### src/design/cfg_port_pkg.sv
// Behaviour
// RQ1 - Parallel mode: pattern pins pick live data, B5B5, FF00 or pseudo-random input
// RQ2 - B5B5 selection yields a continuous stream of alternating-bit characters
// RQ3 - Pseudo-random selection uses 1 + x^14 + x^15 regardless of scrambler
// RQ4 - Shift only while select is low, sampling data on shift-clock falling edges
// RQ5 - Every sixteenth falling edge while selected commits the word
// RQ6 - Trailing bits beyond the last full sixteen are discarded
// RQ7 - Several words may follow within one select-low period, each committed
// RQ8 - Word is eight address bits then eight data bits
// RQ9 - Controller keeps shift clock at or below 20 MHz, any duty cycle
// RQ10 - Controller initialises registers by reset pulse over 10 ns or soft reset
// RQ11 - Writing one to bit 1 of register 00h restores defaults, then self-clears
// RQ12 - During soft reset the controller holds the reset pin low
// RQ13 - Soft reset acts exactly like the hardware reset; the code reloads only ctrl_q and boost_q
// RQ14 - Bit 0 of register 00 enables readback; default zero
// RQ15 - In readback mode only writes changing the readback bit are accepted
// RQ16 - Readback mode drives addressed register data on the shared pin
// RQ17 - Controller captures readback bits on shift-clock falling edges
// RQ18 - Controller writes zero to the readback bit to resume writes
// RQ19 - Controller waits about 1 ms after supplies before reset pulse
// RQ20 - Controller waits at least 100 ns after reset before selecting
// RQ21 - Register 02 holds linearity-boost bits 6:4 and 0
// RQ22 - Serial pins form the register port only in serial mode
// RQ23 - Shift MSB first; readback bits follow the address byte
package cfg_port_pkg;
  localparam logic [7:0] ADDR_INIT_CTRL = 8'h00;
  localparam logic [7:0] ADDR_BOOST_CTRL = 8'h02;
  localparam int READBACK_BIT = 0;
  localparam int SOFT_INIT_BIT = 1;
  localparam logic [7:0] INIT_CTRL_RESET = 8'h00;
  localparam logic [7:0] BOOST_RESET = 8'h00;
  localparam logic [7:0] BOOST_MASK = 8'h71;
  localparam int WORD_BITS = 16;
  localparam int ADDR_BITS = 8;
  localparam logic [15:0] PAT_ALT = 16'hb5b5;
  localparam logic [15:0] PAT_HALF = 16'hff00;
  localparam logic [14:0] PRBS_SEED = 15'h7fff;
  typedef enum logic [1:0] {
    SEL_LIVE = 2'b00,
    SEL_ALT = 2'b01,
    SEL_HALF = 2'b10,
    SEL_PRBS = 2'b11
  } pat_sel_t;
endpackage

### src/design/cfg_port_if.sv
`timescale 1ns/10ps
interface pat_gen_if;
  logic [1:0] sel;
  logic [15:0] live;
  logic [15:0] word;
  modport gen (input sel, input live, output word);
  modport user (output sel, output live, input word);
endinterface

### src/design/pattern_gen.sv
`timescale 1ns/10ps
module pattern_gen
(
  // Clock and reset
  input wire logic clk_i,
  input wire logic srst_i,
  // Selector path
  pat_gen_if.gen pg
);
  logic [14:0] prbs_q;
  logic [15:0] word_q;
  logic [14:0] nx;

  // ------------------------------------------------------------
  // Pseudo-random source
  // ------------------------------------------------------------
  always_comb
  begin
    nx = prbs_q;
    for (int i = 0; i < 16; i++)
    begin
      nx = {nx[13:0], nx[14] ^ nx[13]}; // see RQ3
    end
  end

  always_ff @(posedge clk_i)
  begin
    if (srst_i)
    begin
      prbs_q <= cfg_port_pkg::PRBS_SEED;
    end
    else
    begin
      prbs_q <= nx; // see RQ3
    end
  end

  // ------------------------------------------------------------
  // Encoder input choice
  // ------------------------------------------------------------
  always_ff @(posedge clk_i)
  begin
    if (srst_i)
    begin
      word_q <= 16'h0000;
    end
    else
    begin
      case (cfg_port_pkg::pat_sel_t'(pg.sel)) // see RQ1
        cfg_port_pkg::SEL_LIVE: word_q <= pg.live;
        cfg_port_pkg::SEL_ALT: word_q <= cfg_port_pkg::PAT_ALT; // see RQ2
        cfg_port_pkg::SEL_HALF: word_q <= cfg_port_pkg::PAT_HALF;
        cfg_port_pkg::SEL_PRBS: word_q <= {nx, nx[14]}; // see RQ3
        default: word_q <= pg.live;
      endcase
    end
  end

  assign pg.word = word_q;
endmodule

### src/design/adc_serial_config_port.sv
`timescale 1ns/10ps
module adc_serial_config_port
(
  // Clock and reset
  input wire logic clk_i,
  input wire logic srst_i,
  // Mode: high selects parallel-pin mode
  input wire logic parallel_mode_i,
  // Serial pins
  input wire logic serial_select_n_i,
  input wire logic shift_clk_i,
  input wire logic serial_in_pattern_sel_lo_i,
  input wire logic pattern_sel_hi_i,
  output logic readback_out_pattern_sel_hi_o,
  output logic readback_oe_o,
  // Sample path
  input wire logic [15:0] live_samples_i,
  output logic [15:0] encoder_word_o,
  // Register contents
  output logic readback_en_o,
  output logic [7:0] linearity_boost_bits_o
);
  logic [1:0] sel_n_s, sck_s, sdi_s, phi_s, par_s;
  logic sck_d1_q;
  logic [15:0] shift_q;
  logic [4:0] cnt_q;
  logic [7:0] ctrl_q;
  logic [7:0] boost_q;
  logic [7:0] rb_q;
  logic rb_drv_q;
  logic sdo_q;
  logic fall;
  logic sel;
  logic commit;
  logic [15:0] word;
  logic init;
  logic [7:0] rd_data;
  pat_gen_if pgi ();

  // ------------------------------------------------------------
  // Pin synchronisers
  // ------------------------------------------------------------
  always_ff @(posedge clk_i)
  begin
    if (srst_i)
    begin
      sel_n_s <= 2'b11;
      sck_s <= 2'b00;
      sdi_s <= 2'b00;
      phi_s <= 2'b00;
      par_s <= 2'b00;
      sck_d1_q <= 1'b0;
    end
    else
    begin
      sel_n_s <= {sel_n_s[0], serial_select_n_i};
      sck_s <= {sck_s[0], shift_clk_i};
      sdi_s <= {sdi_s[0], serial_in_pattern_sel_lo_i};
      phi_s <= {phi_s[0], pattern_sel_hi_i};
      par_s <= {par_s[0], parallel_mode_i};
      sck_d1_q <= sck_s[1];
    end
  end

  assign fall = sck_d1_q & ~sck_s[1];
  assign sel = ~sel_n_s[1] & ~par_s[1]; // see RQ22 RQ4
  assign word = {shift_q[14:0], sdi_s[1]}; // see RQ23 RQ8
  assign commit = sel & fall & (cnt_q == 5'(cfg_port_pkg::WORD_BITS - 1));

  // ------------------------------------------------------------
  // Shift register and bit counter
  // ------------------------------------------------------------
  always_ff @(posedge clk_i)
  begin
    if (srst_i || !sel)
    begin
      cnt_q <= 5'd0; // see RQ6
      shift_q <= 16'h0000;
    end
    else if (fall)
    begin
      shift_q <= word; // see RQ4
      cnt_q <= commit ? 5'd0 : cnt_q + 5'd1; // see RQ5 RQ7
    end
  end

  // ------------------------------------------------------------
  // Registers
  // ------------------------------------------------------------
  assign init = commit && (word[15:8] == cfg_port_pkg::ADDR_INIT_CTRL)
    && word[cfg_port_pkg::SOFT_INIT_BIT]
    && !ctrl_q[cfg_port_pkg::READBACK_BIT];

  always_ff @(posedge clk_i)
  begin
    if (srst_i || init) // see RQ11 RQ13
    begin
      ctrl_q <= cfg_port_pkg::INIT_CTRL_RESET;
      boost_q <= cfg_port_pkg::BOOST_RESET;
    end
    else if (commit)
    begin
      if (word[15:8] == cfg_port_pkg::ADDR_INIT_CTRL)
      begin
        ctrl_q[cfg_port_pkg::READBACK_BIT] <=
          word[cfg_port_pkg::READBACK_BIT]; // see RQ14 RQ15
      end
      else if (word[15:8] == cfg_port_pkg::ADDR_BOOST_CTRL
        && !ctrl_q[cfg_port_pkg::READBACK_BIT]) // see RQ15
      begin
        boost_q <= word[7:0] & cfg_port_pkg::BOOST_MASK; // see RQ21
      end
    end
  end

  // ------------------------------------------------------------
  // Readback
  // ------------------------------------------------------------
  always_comb
  begin
    case ({shift_q[6:0], sdi_s[1]})
      cfg_port_pkg::ADDR_INIT_CTRL: rd_data = ctrl_q;
      cfg_port_pkg::ADDR_BOOST_CTRL: rd_data = boost_q;
      default: rd_data = 8'h00;
    endcase
  end

  always_ff @(posedge clk_i)
  begin
    if (srst_i || !sel)
    begin
      rb_q <= 8'h00;
      rb_drv_q <= 1'b0;
      sdo_q <= 1'b0;
    end
    else if (fall && ctrl_q[cfg_port_pkg::READBACK_BIT])
    begin
      if (cnt_q == 5'(cfg_port_pkg::ADDR_BITS - 1))
      begin
        rb_q <= {rd_data[6:0], 1'b0}; // see RQ16 RQ23
        sdo_q <= rd_data[7];
        rb_drv_q <= 1'b1;
      end
      else if (commit)
      begin
        rb_drv_q <= 1'b0;
        sdo_q <= 1'b0;
      end
      else if (rb_drv_q)
      begin
        sdo_q <= rb_q[7]; // see RQ17
        rb_q <= {rb_q[6:0], 1'b0};
      end
    end
  end

  // ------------------------------------------------------------
  // Test pattern path
  // ------------------------------------------------------------
  assign pgi.sel = par_s[1] ? {phi_s[1], sdi_s[1]}
    : cfg_port_pkg::SEL_LIVE; // see RQ1 RQ22
  assign pgi.live = live_samples_i;

  pattern_gen u_pat
  (
    .clk_i(clk_i),
    .srst_i(srst_i),
    .pg(pgi)
  );

  // ------------------------------------------------------------
  // Outputs
  // ------------------------------------------------------------
  assign readback_out_pattern_sel_hi_o = sdo_q;
  assign readback_oe_o = rb_drv_q;
  assign encoder_word_o = pgi.word;
  assign readback_en_o = ctrl_q[cfg_port_pkg::READBACK_BIT];
  assign linearity_boost_bits_o = boost_q;
endmodule

### config.mk
export PLATFORM = sky130hd
export DESIGN_NAME = adc_serial_config_port
export DESIGN_NICKNAME = d
export VERILOG_FILES = /design/src/design/cfg_port_pkg.sv /design/src/design/cfg_port_if.sv /design/src/design/pattern_gen.sv /design/src/design/adc_serial_config_port.sv
export SDC_FILE = /design/constraint.sdc
export NUM_CORES = 1
export LEC_CHECK = 0
export ABC_CLOCK_PERIOD_IN_PS = 2750
export BUFFER_PORTS_ARGS = -buffer_cell sky130_fd_sc_hd__buf_2
export CAP_MARGIN = 10
export CORE_MARGIN = 4
export CORE_UTILIZATION = 55
export CTS_BUF_LIST = sky130_fd_sc_hd__clkbuf_8 sky130_fd_sc_hd__clkbuf_16
export CTS_CLUSTER_SIZE = 25
export DETAILED_ROUTE_END_ITERATION = 8
export PLACE_DENSITY_LB_ADDON = 0.15
export SLEW_MARGIN = 5
export SYNTH_ARGS = -nofsm -noshare
export SYNTH_HDL_FRONTEND = slang
export SYNTH_SLANG_ARGS = --single-unit
### constraint.sdc
create_clock -name clk_i -period 2.75 [get_ports clk_i]
set_input_delay 0 -clock clk_i [delete_from_list [all_inputs] [get_ports clk_i]]
set_output_delay 0 -clock clk_i [all_outputs]
set_load 0.005 [all_outputs]
======== Yosys cells after proc, flatten, opt, wreduce, memory -nomap -nowiden ========
Index checks and enable logic that the tools add are counted.
word-level totals
  flip-flop bits (word level) ............. 77
  bits of input ports ..................... 23
  output and inout port bits .............. 27
  logic and storage cells ................. 80
cells by class
  add/sub/neg operators ................... 1
  equality and inequality tests ........... 8
  mux-type cells .......................... 12
  bitwise operators ....................... 24
  reductions and logical operators ........ 20
operator list
  operator                                             number
  case mux 16 bit (4 select lines)                     1
  two-way mux 8 bit                                    3
  equality test 8 x 2 -> 1 bit, second input constant  2
  zero test 8 bit                                      2
  bitwise XOR 1 bit                                    16
  case mux 7 bit (2 select lines)                      1
  AND reduction 2 bit                                  3
  AND reduction 3 bit                                  2
  adder 5 x 1 -> 5 bit, second input constant          1
  equality test 5 x 3 -> 1 bit, second input constant  1
  equality test 5 x 4 -> 1 bit, second input constant  1
  logical AND 1 bit                                    5
  two-way mux 1 bit                                    5
  two-way mux 5 bit                                    1
  AND 1 bit                                            4
  equality test 2 bit, second input constant           2
  NOT 1 bit                                            4
  nonzero test 2 bit                                   2
  nonzero test 3 bit                                   1
  equality test 2 x 1 -> 1 bit, second input constant  1
  zero test 1 bit                                      2
  zero test 2 bit                                      1
  logical OR 1 bit                                     2
  two-way mux 2 bit                                    1
  != test 2 x 1 -> 1 bit, second input constant        1

======== Logic depth before layout (Yosys ltp) ========
  word-level depth ........................ 8
  mapped depth ............................ 9
  mapped depth without buffers ............ 7

======== Hierarchy ========
From an unflattened synthesis, not the netlist that was laid out.
unflattened totals
  cells, all modules ...................... 314
  area, all modules ....................... 2910.3 um^2
by module, submodules not included
  module                  times used  cells each  area an instance (um^2)  seq. area each (um^2)
  adc_serial_config_port  1           206         1801.7                   900.9
  pattern_gen             1           108         1108.6                   620.6

======== Least setup slack after synthesis ========
Ideal clock, no wire load.
  kind .................................... register to register
  start ................................... register cnt_q[0]
  end ..................................... register rb_q[1]
  setup time .............................. 0.067 ns
  arrival ................................. 2.068 ns
  required time ........................... 2.683 ns
  path slack .............................. 0.615 ns
  cell stages (with the launch flop) ...... 10
  buffers on the path ..................... 2
  period minus slack after synthesis ...... 2.135 ns
  path through ............................ dfxtp_1 ha_1 and3_1 ha_1 clkbuf_1 nor3b_2 or3_1 clkbuf_1 a211o_1 a21oi_2
between the ends
  word-level cells in the longest chain between the ends .. 4
  elaborated cells on any way between the ends .. 7
  those cells by class .................... 3 x eq/ne; 1 x mux; 1 x bitwise; 2 x reduce/logical
ends and longest elaborated chain
  item                              RTL line                       RTL
  from (decl)                       adc_serial_config_port.sv:26   logic [4:0] cnt_q;
  from (signal assigned)            adc_serial_config_port.sv:83   cnt_q <= commit ? 5'd0 : cnt_q + 5'd1;
  equality test 5 x 4 -> 1 bit      adc_serial_config_port.sv:68   assign commit = sel & fall & (cnt_q == 5'(cfg_port_pkg::WORD_BITS - 1));
  AND 1 bit                         adc_serial_config_port.sv:68
  != test 2 x 1 -> 1 bit (no line)  --
  AND reduction 3 bit (no line)     --
  to (signal assigned)              adc_serial_config_port.sv:140  rb_q <= {rd_data[6:0], 1'b0};
  to (signal assigned)              adc_serial_config_port.sv:152  rb_q <= {rb_q[6:0], 1'b0};
  to (decl)                         adc_serial_config_port.sv:29   logic [7:0] rb_q;
Parallel ways exist; a longest one is shown, timed or not.
A chain may end at the register's enable or synchronous reset.

======== Final worst setup path ========
  start ................................... register cnt_q[0]
  end ..................................... register boost_q[5], in the netlist linearity_boost_bits_o[5]
between the ends
  word-level cells in the longest chain between the ends .. 6
  elaborated cells on any way between the ends .. 7
  those cells by class .................... 1 x eq/ne; 1 x bitwise; 5 x reduce/logical
ends and longest elaborated chain
  item                              RTL line                       RTL
  equality test 5 x 4 -> 1 bit (*)  adc_serial_config_port.sv:68
  AND 1 bit (*)                     adc_serial_config_port.sv:68
  logical AND 1 bit                 adc_serial_config_port.sv:90   assign init = commit && (word[15:8] == cfg_port_pkg::ADDR_INIT_CTRL)
  logical AND 1 bit                 adc_serial_config_port.sv:91   && word[cfg_port_pkg::SOFT_INIT_BIT]
  logical AND 1 bit                 adc_serial_config_port.sv:92   && !ctrl_q[cfg_port_pkg::READBACK_BIT];
  logical OR 1 bit                  adc_serial_config_port.sv:96   if (srst_i || init)
  to (signal assigned)              adc_serial_config_port.sv:99   boost_q <= cfg_port_pkg::BOOST_RESET;
  to (signal assigned)              adc_serial_config_port.sv:111  boost_q <= word[7:0] & cfg_port_pkg::BOOST_MASK;
  to (decl)                         adc_serial_config_port.sv:28   logic [7:0] boost_q;
Mark *: on every way between the ends. The rest lies on a longest branch, timed or not.

==> results list <==
- The worst setup path is launched from a register.
* Number of cells upsized or downsized after cts: 0
- The clock passes through at most 2 buffers.
* Hold Vio Cnt, Final: 0
* Global route overflow: 0
* Total routing usage reported by global routing: 21.2%
* Period utilisation layout: slightly above 80%
- Buffers inserted during clock tree synthesis total 9.
- Maximum capacitance violations: 0
- For this run, global-route usage on met3 was measured as 3.88%.
- DRC violation total after the first TritonRoute iteration: 113
- After routing, the total negative slack on setup checks comes to 0 ns.
* Final Setup Violations: 0
- Die width: 81.2 um
- Critical path data arrival time: 2.51 ns
- Clock tree from TritonCTS: yes
- Share of async-settable or async-resettable flops after synthesis: 0%
- Launch point of the critical path: cnt_q[0]$_SDFFE_PP0N_
- Vias per std cell: between 5 and 6
- The worst register-to-register path ends at linearity_boost_bits_o[5]$_SDFFE_PP0P_.
* Depth of the CTS H-tree: 3
- The worst register-to-register path begins at cnt_q[0]$_SDFFE_PP0N_.
- I/O pin count: 50
* Buffers and inverters on the worst path: 0
- GRT met2 Usage: 37.4%
* Min-Delay Path Depth: 2
- Buffers placed on the I/O ports in this run total between 40 and 50.
- Of the synthesized area, sequential elements account for 51.6%.
* Result of the run: completed
- DR WL/cell: between 10 and 15 um
* Number of vias in the routed layout: 2410
- For this design, the sink count on the clock tree is 76.
* Source of the worst hold timing path: srst_i
- CTS Root Cell: sky130_fd_sc_hd__clkbuf_8
- The initial utilization of the core area, before any placement, comes to a little under three fifths.
- The repair_antennas step left the layout with diodes totalling 0.
* R2R depth: 7
- Final estimated routing congestion in global placement: 0.863
- For met1 alone, demand over resource in global routing was 24.4%.
- The analysis attributes to cell leakage a power of 1.42 nW.
- Number of rows created at floorplan: 26
- The worst hold path terminates at u_pat.pg.word[4]$_SDFF_PP0_.
- Worst IR Drop VDD: 0.517 mV
* Wire length of the first global-routing pass: 10.9 mm
- Slew Viols, Final: 0
- Of all nets on the critical path, the largest fanout is 9.
* Final critical path time including I/O delays and setup: approximately 2.3 ns
* Final #Nets: 409
- The design draws 2.68 mW.
* Main flop type after synthesis: sky130_fd_sc_hd__dfxtp_1
* Number of detailed-routing iterations run before antenna repair: 5
* Latest clock arrival within the worst-skew pair: 0.34 ns
* Worst reg2reg setup slack: roughly 0.46 ns
- Share of the synthesized area in the top cell type: about half
- For this run, the slowest stage of the critical path takes 0.41 ns.
- The synthesized netlist contains 45 unique library cells.
- Worst path cell trace: ha_1 -> and3_1 -> ha_1 -> nor3b_2 -> nand4_1 -> o21bai_1 -> nor2_1
- From bottom edge to top edge, the die measures just over 80 um.
- Netlist area before placement: 2950 sq um
- Data on the critical path is required at its endpoint by 2.97 ns.
- STA classifies the critical path endpoint as a register.
- Synthesis produced between 300 and 400 cells.
- After legalization and detailed placement, the total HPWL measured 4.13 mm.
* RSZ-0062 raised after global routing: no
* Most congested layer reported by global routing: met2
- Fraction of layout cells with a size suffix above 1: 19.8%
* Library cell appearing most often on the critical path: sky130_fd_sc_hd__ha_1
* Final setup skew: 0.00770 ns
* Initial antenna violation count: 0
- The critical path is of the reg2reg type.
- For the pin with the worst max-slew slack, the measured transition is 0.650 ns.
* Cell type with the highest aggregate area in the netlist: sky130_fd_sc_hd__dfxtp_1
* Slowest cell on crit path: sky130_fd_sc_hd__nor3b_2
* Leading post-synthesis cells by cell area: sky130_fd_sc_hd__dfxtp_1 52%, sky130_fd_sc_hd__a21oi_1 5.9%, sky130_fd_sc_hd__nand2_1 4.3%
- Entering global routing, the biggest net connects between 40 and 50 pins.
- Synth Area per Inst: 9.15 sq um
- Die footprint: 6590 sq um
- Via count of the first global-routing pass: 2455
- Total power divided by cell area: 739 nW/um^2
- For this run, the share of the core covered by cells in the final layout is between 70% and 80%.
- Wires add up to a little over 6 mm.
* Synthesis Warnings: 0
* EDFF count, synth: 0
- In this design, the largest share of critical-path delay is due to simple AND/OR/NAND/NOR gates.
- Antenna-violating nets left: 0
* Clock transition at path regs: 0.08 ns
- In this run the tightest slew margin relative to its limit is a little under three fifths.
* Class of the tightest hold or removal check: in2reg
- The total area inside the core boundary comes to 5140 sq um.
- Flops & latches, synth: 76
* Highest achievable clock rate: ~440 MHz
* DRC violation count after routing: 0
- Area growth, synth to finish: 23.1%
[cells in the final DEF, fill, tap and decap left out, types with 4 or more instances in the layout]
cell type and count:
sky130_fd_sc_hd__inv_1 7, sky130_fd_sc_hd__or2_2 10, sky130_fd_sc_hd__buf_2 45, sky130_fd_sc_hd__xnor2_1 7
sky130_fd_sc_hd__a211oi_1 7, sky130_fd_sc_hd__conb_1 4, sky130_fd_sc_hd__o21ai_0 5, sky130_fd_sc_hd__dlygate4sd3_1 21
sky130_fd_sc_hd__nand3_1 4, sky130_fd_sc_hd__xor2_1 7, sky130_fd_sc_hd__nor2b_1 10, sky130_fd_sc_hd__a21oi_1 35
sky130_fd_sc_hd__mux2i_1 6, sky130_fd_sc_hd__o22ai_1 4, sky130_fd_sc_hd__nand2b_1 14, sky130_fd_sc_hd__nor2_1 28
sky130_fd_sc_hd__nand2_1 34, sky130_fd_sc_hd__dfxtp_1 76, sky130_fd_sc_hd__clkbuf_8 9, sky130_fd_sc_hd__nor3_1 4
[power breakdown]
| group | internal [mW] | switching, mW |
|---|---|---|
| combinational | 0.238 | 0.194 |
| clock | 0.507 | 0.410 |
| sequential | 1.23 | 0.100 |
| total | 1.98 | 0.705 |
[layout make-up]
| class | count | area (sq um) |
|---|---|---|
| flip-flops and latches | 76 | 1520 |
| fillers | 430 | 1510 |
| multi-input cells | 222 | 1320 |
| repair buffers | 69 | 458 |
| clock buffers | 9 | 124 |
| clock inverters | 7 | 92.6 |
| well taps | 70 | 87.6 |
| inverters | 6 | 22.5 |
[kinds of logic after synthesis]
group | synth area share [%]
other cells | 0.127
xor+xnor | 4.93
fa+ha+maj | 0.849
mux | 2.04
compound gates | 14.0
simple gates | 22.5
buf+inv | 3.95
flops | 51.6
[timing repair]
| item | 4_1_cts | 5_1_grt |
|---|---|---|
| hold buffers | 21 | 0 |
| buffers inserted | 0 | 0 |
| hold endpoints to repair | 21 | 0 |
[cell usage after synthesis (3+ instances only)]
master / instances
sky130_fd_sc_hd__a31oi_1: 3
sky130_fd_sc_hd__o22ai_1: 4
sky130_fd_sc_hd__nand3_1: 4
sky130_fd_sc_hd__buf_4: 4
sky130_fd_sc_hd__nor2b_1: 10
sky130_fd_sc_hd__nor2_1: 28
sky130_fd_sc_hd__mux2i_1: 6
sky130_fd_sc_hd__or4_1: 3
sky130_fd_sc_hd__a21oi_1: 35
sky130_fd_sc_hd__inv_1: 6
sky130_fd_sc_hd__nand2b_1: 14
sky130_fd_sc_hd__clkbuf_1: 16
sky130_fd_sc_hd__o22a_1: 3
sky130_fd_sc_hd__nand4_1: 3
sky130_fd_sc_hd__o21ai_0: 5
sky130_fd_sc_hd__a22oi_1: 3
sky130_fd_sc_hd__dfxtp_1: 76
sky130_fd_sc_hd__a32oi_1: 3
sky130_fd_sc_hd__xnor2_1: 7
sky130_fd_sc_hd__nor4_1: 3
sky130_fd_sc_hd__nor3_1: 4
sky130_fd_sc_hd__xor2_1: 7
sky130_fd_sc_hd__a211oi_1: 7
sky130_fd_sc_hd__nand2_1: 34
sky130_fd_sc_hd__or2_2: 10
[state kept, by name, indices dropped and copies added (netlist names)]
| register | flops |
|---|---|
| sck_d1_q | 1 |
| sdi_s | 2 |
| u_pat.pg.word | 16 |
| sck_s | 2 |
| readback_out_pattern_sel_hi_o | 1 |
| readback_oe_o | 1 |
| shift_q | 15 |
| u_pat.prbs_q | 15 |
| par_s | 2 |
| ctrl_q | 1 |
| cnt_q | 5 |
| linearity_boost_bits_o | 4 |
| sel_n_s | 2 |
| phi_s | 2 |
| rb_q | 7 |
[stage by stage]
step                      worst slack [ns]  hold slack [ns]  cells  cell area, sq um
after floorplan                      0.615            0.104    325              2960
after global placement               0.575            0.189    422              3200
after detailed placement             0.484            0.191    422              3200
after CTS                            0.435            0.163    459              3630
after global routing                 0.181            0.205    459              3630
final                                0.464            0.170    459              3630
[routing by layer]
metal,routed length (um),vias to the layer above
li1,-,1222
met1,2670,1118
met2,3090,55
met3,223,15
met4,133,0
met5,0,-
[worst max path at each step]
stage	end	cells after the start
global route	linearity_boost_bits_o[6]$_SDFFE_PP0P_	7
detailed placement	linearity_boost_bits_o[0]$_SDFFE_PP0P_	7
finish	linearity_boost_bits_o[5]$_SDFFE_PP0P_	7
CTS	linearity_boost_bits_o[0]$_SDFFE_PP0P_	7
global placement	linearity_boost_bits_o[4]$_SDFFE_PP0P_	7
floorplan	rb_q[1]$_SDFFE_PP0P_	9
Note: power is estimated with default switching activity, not from simulation.
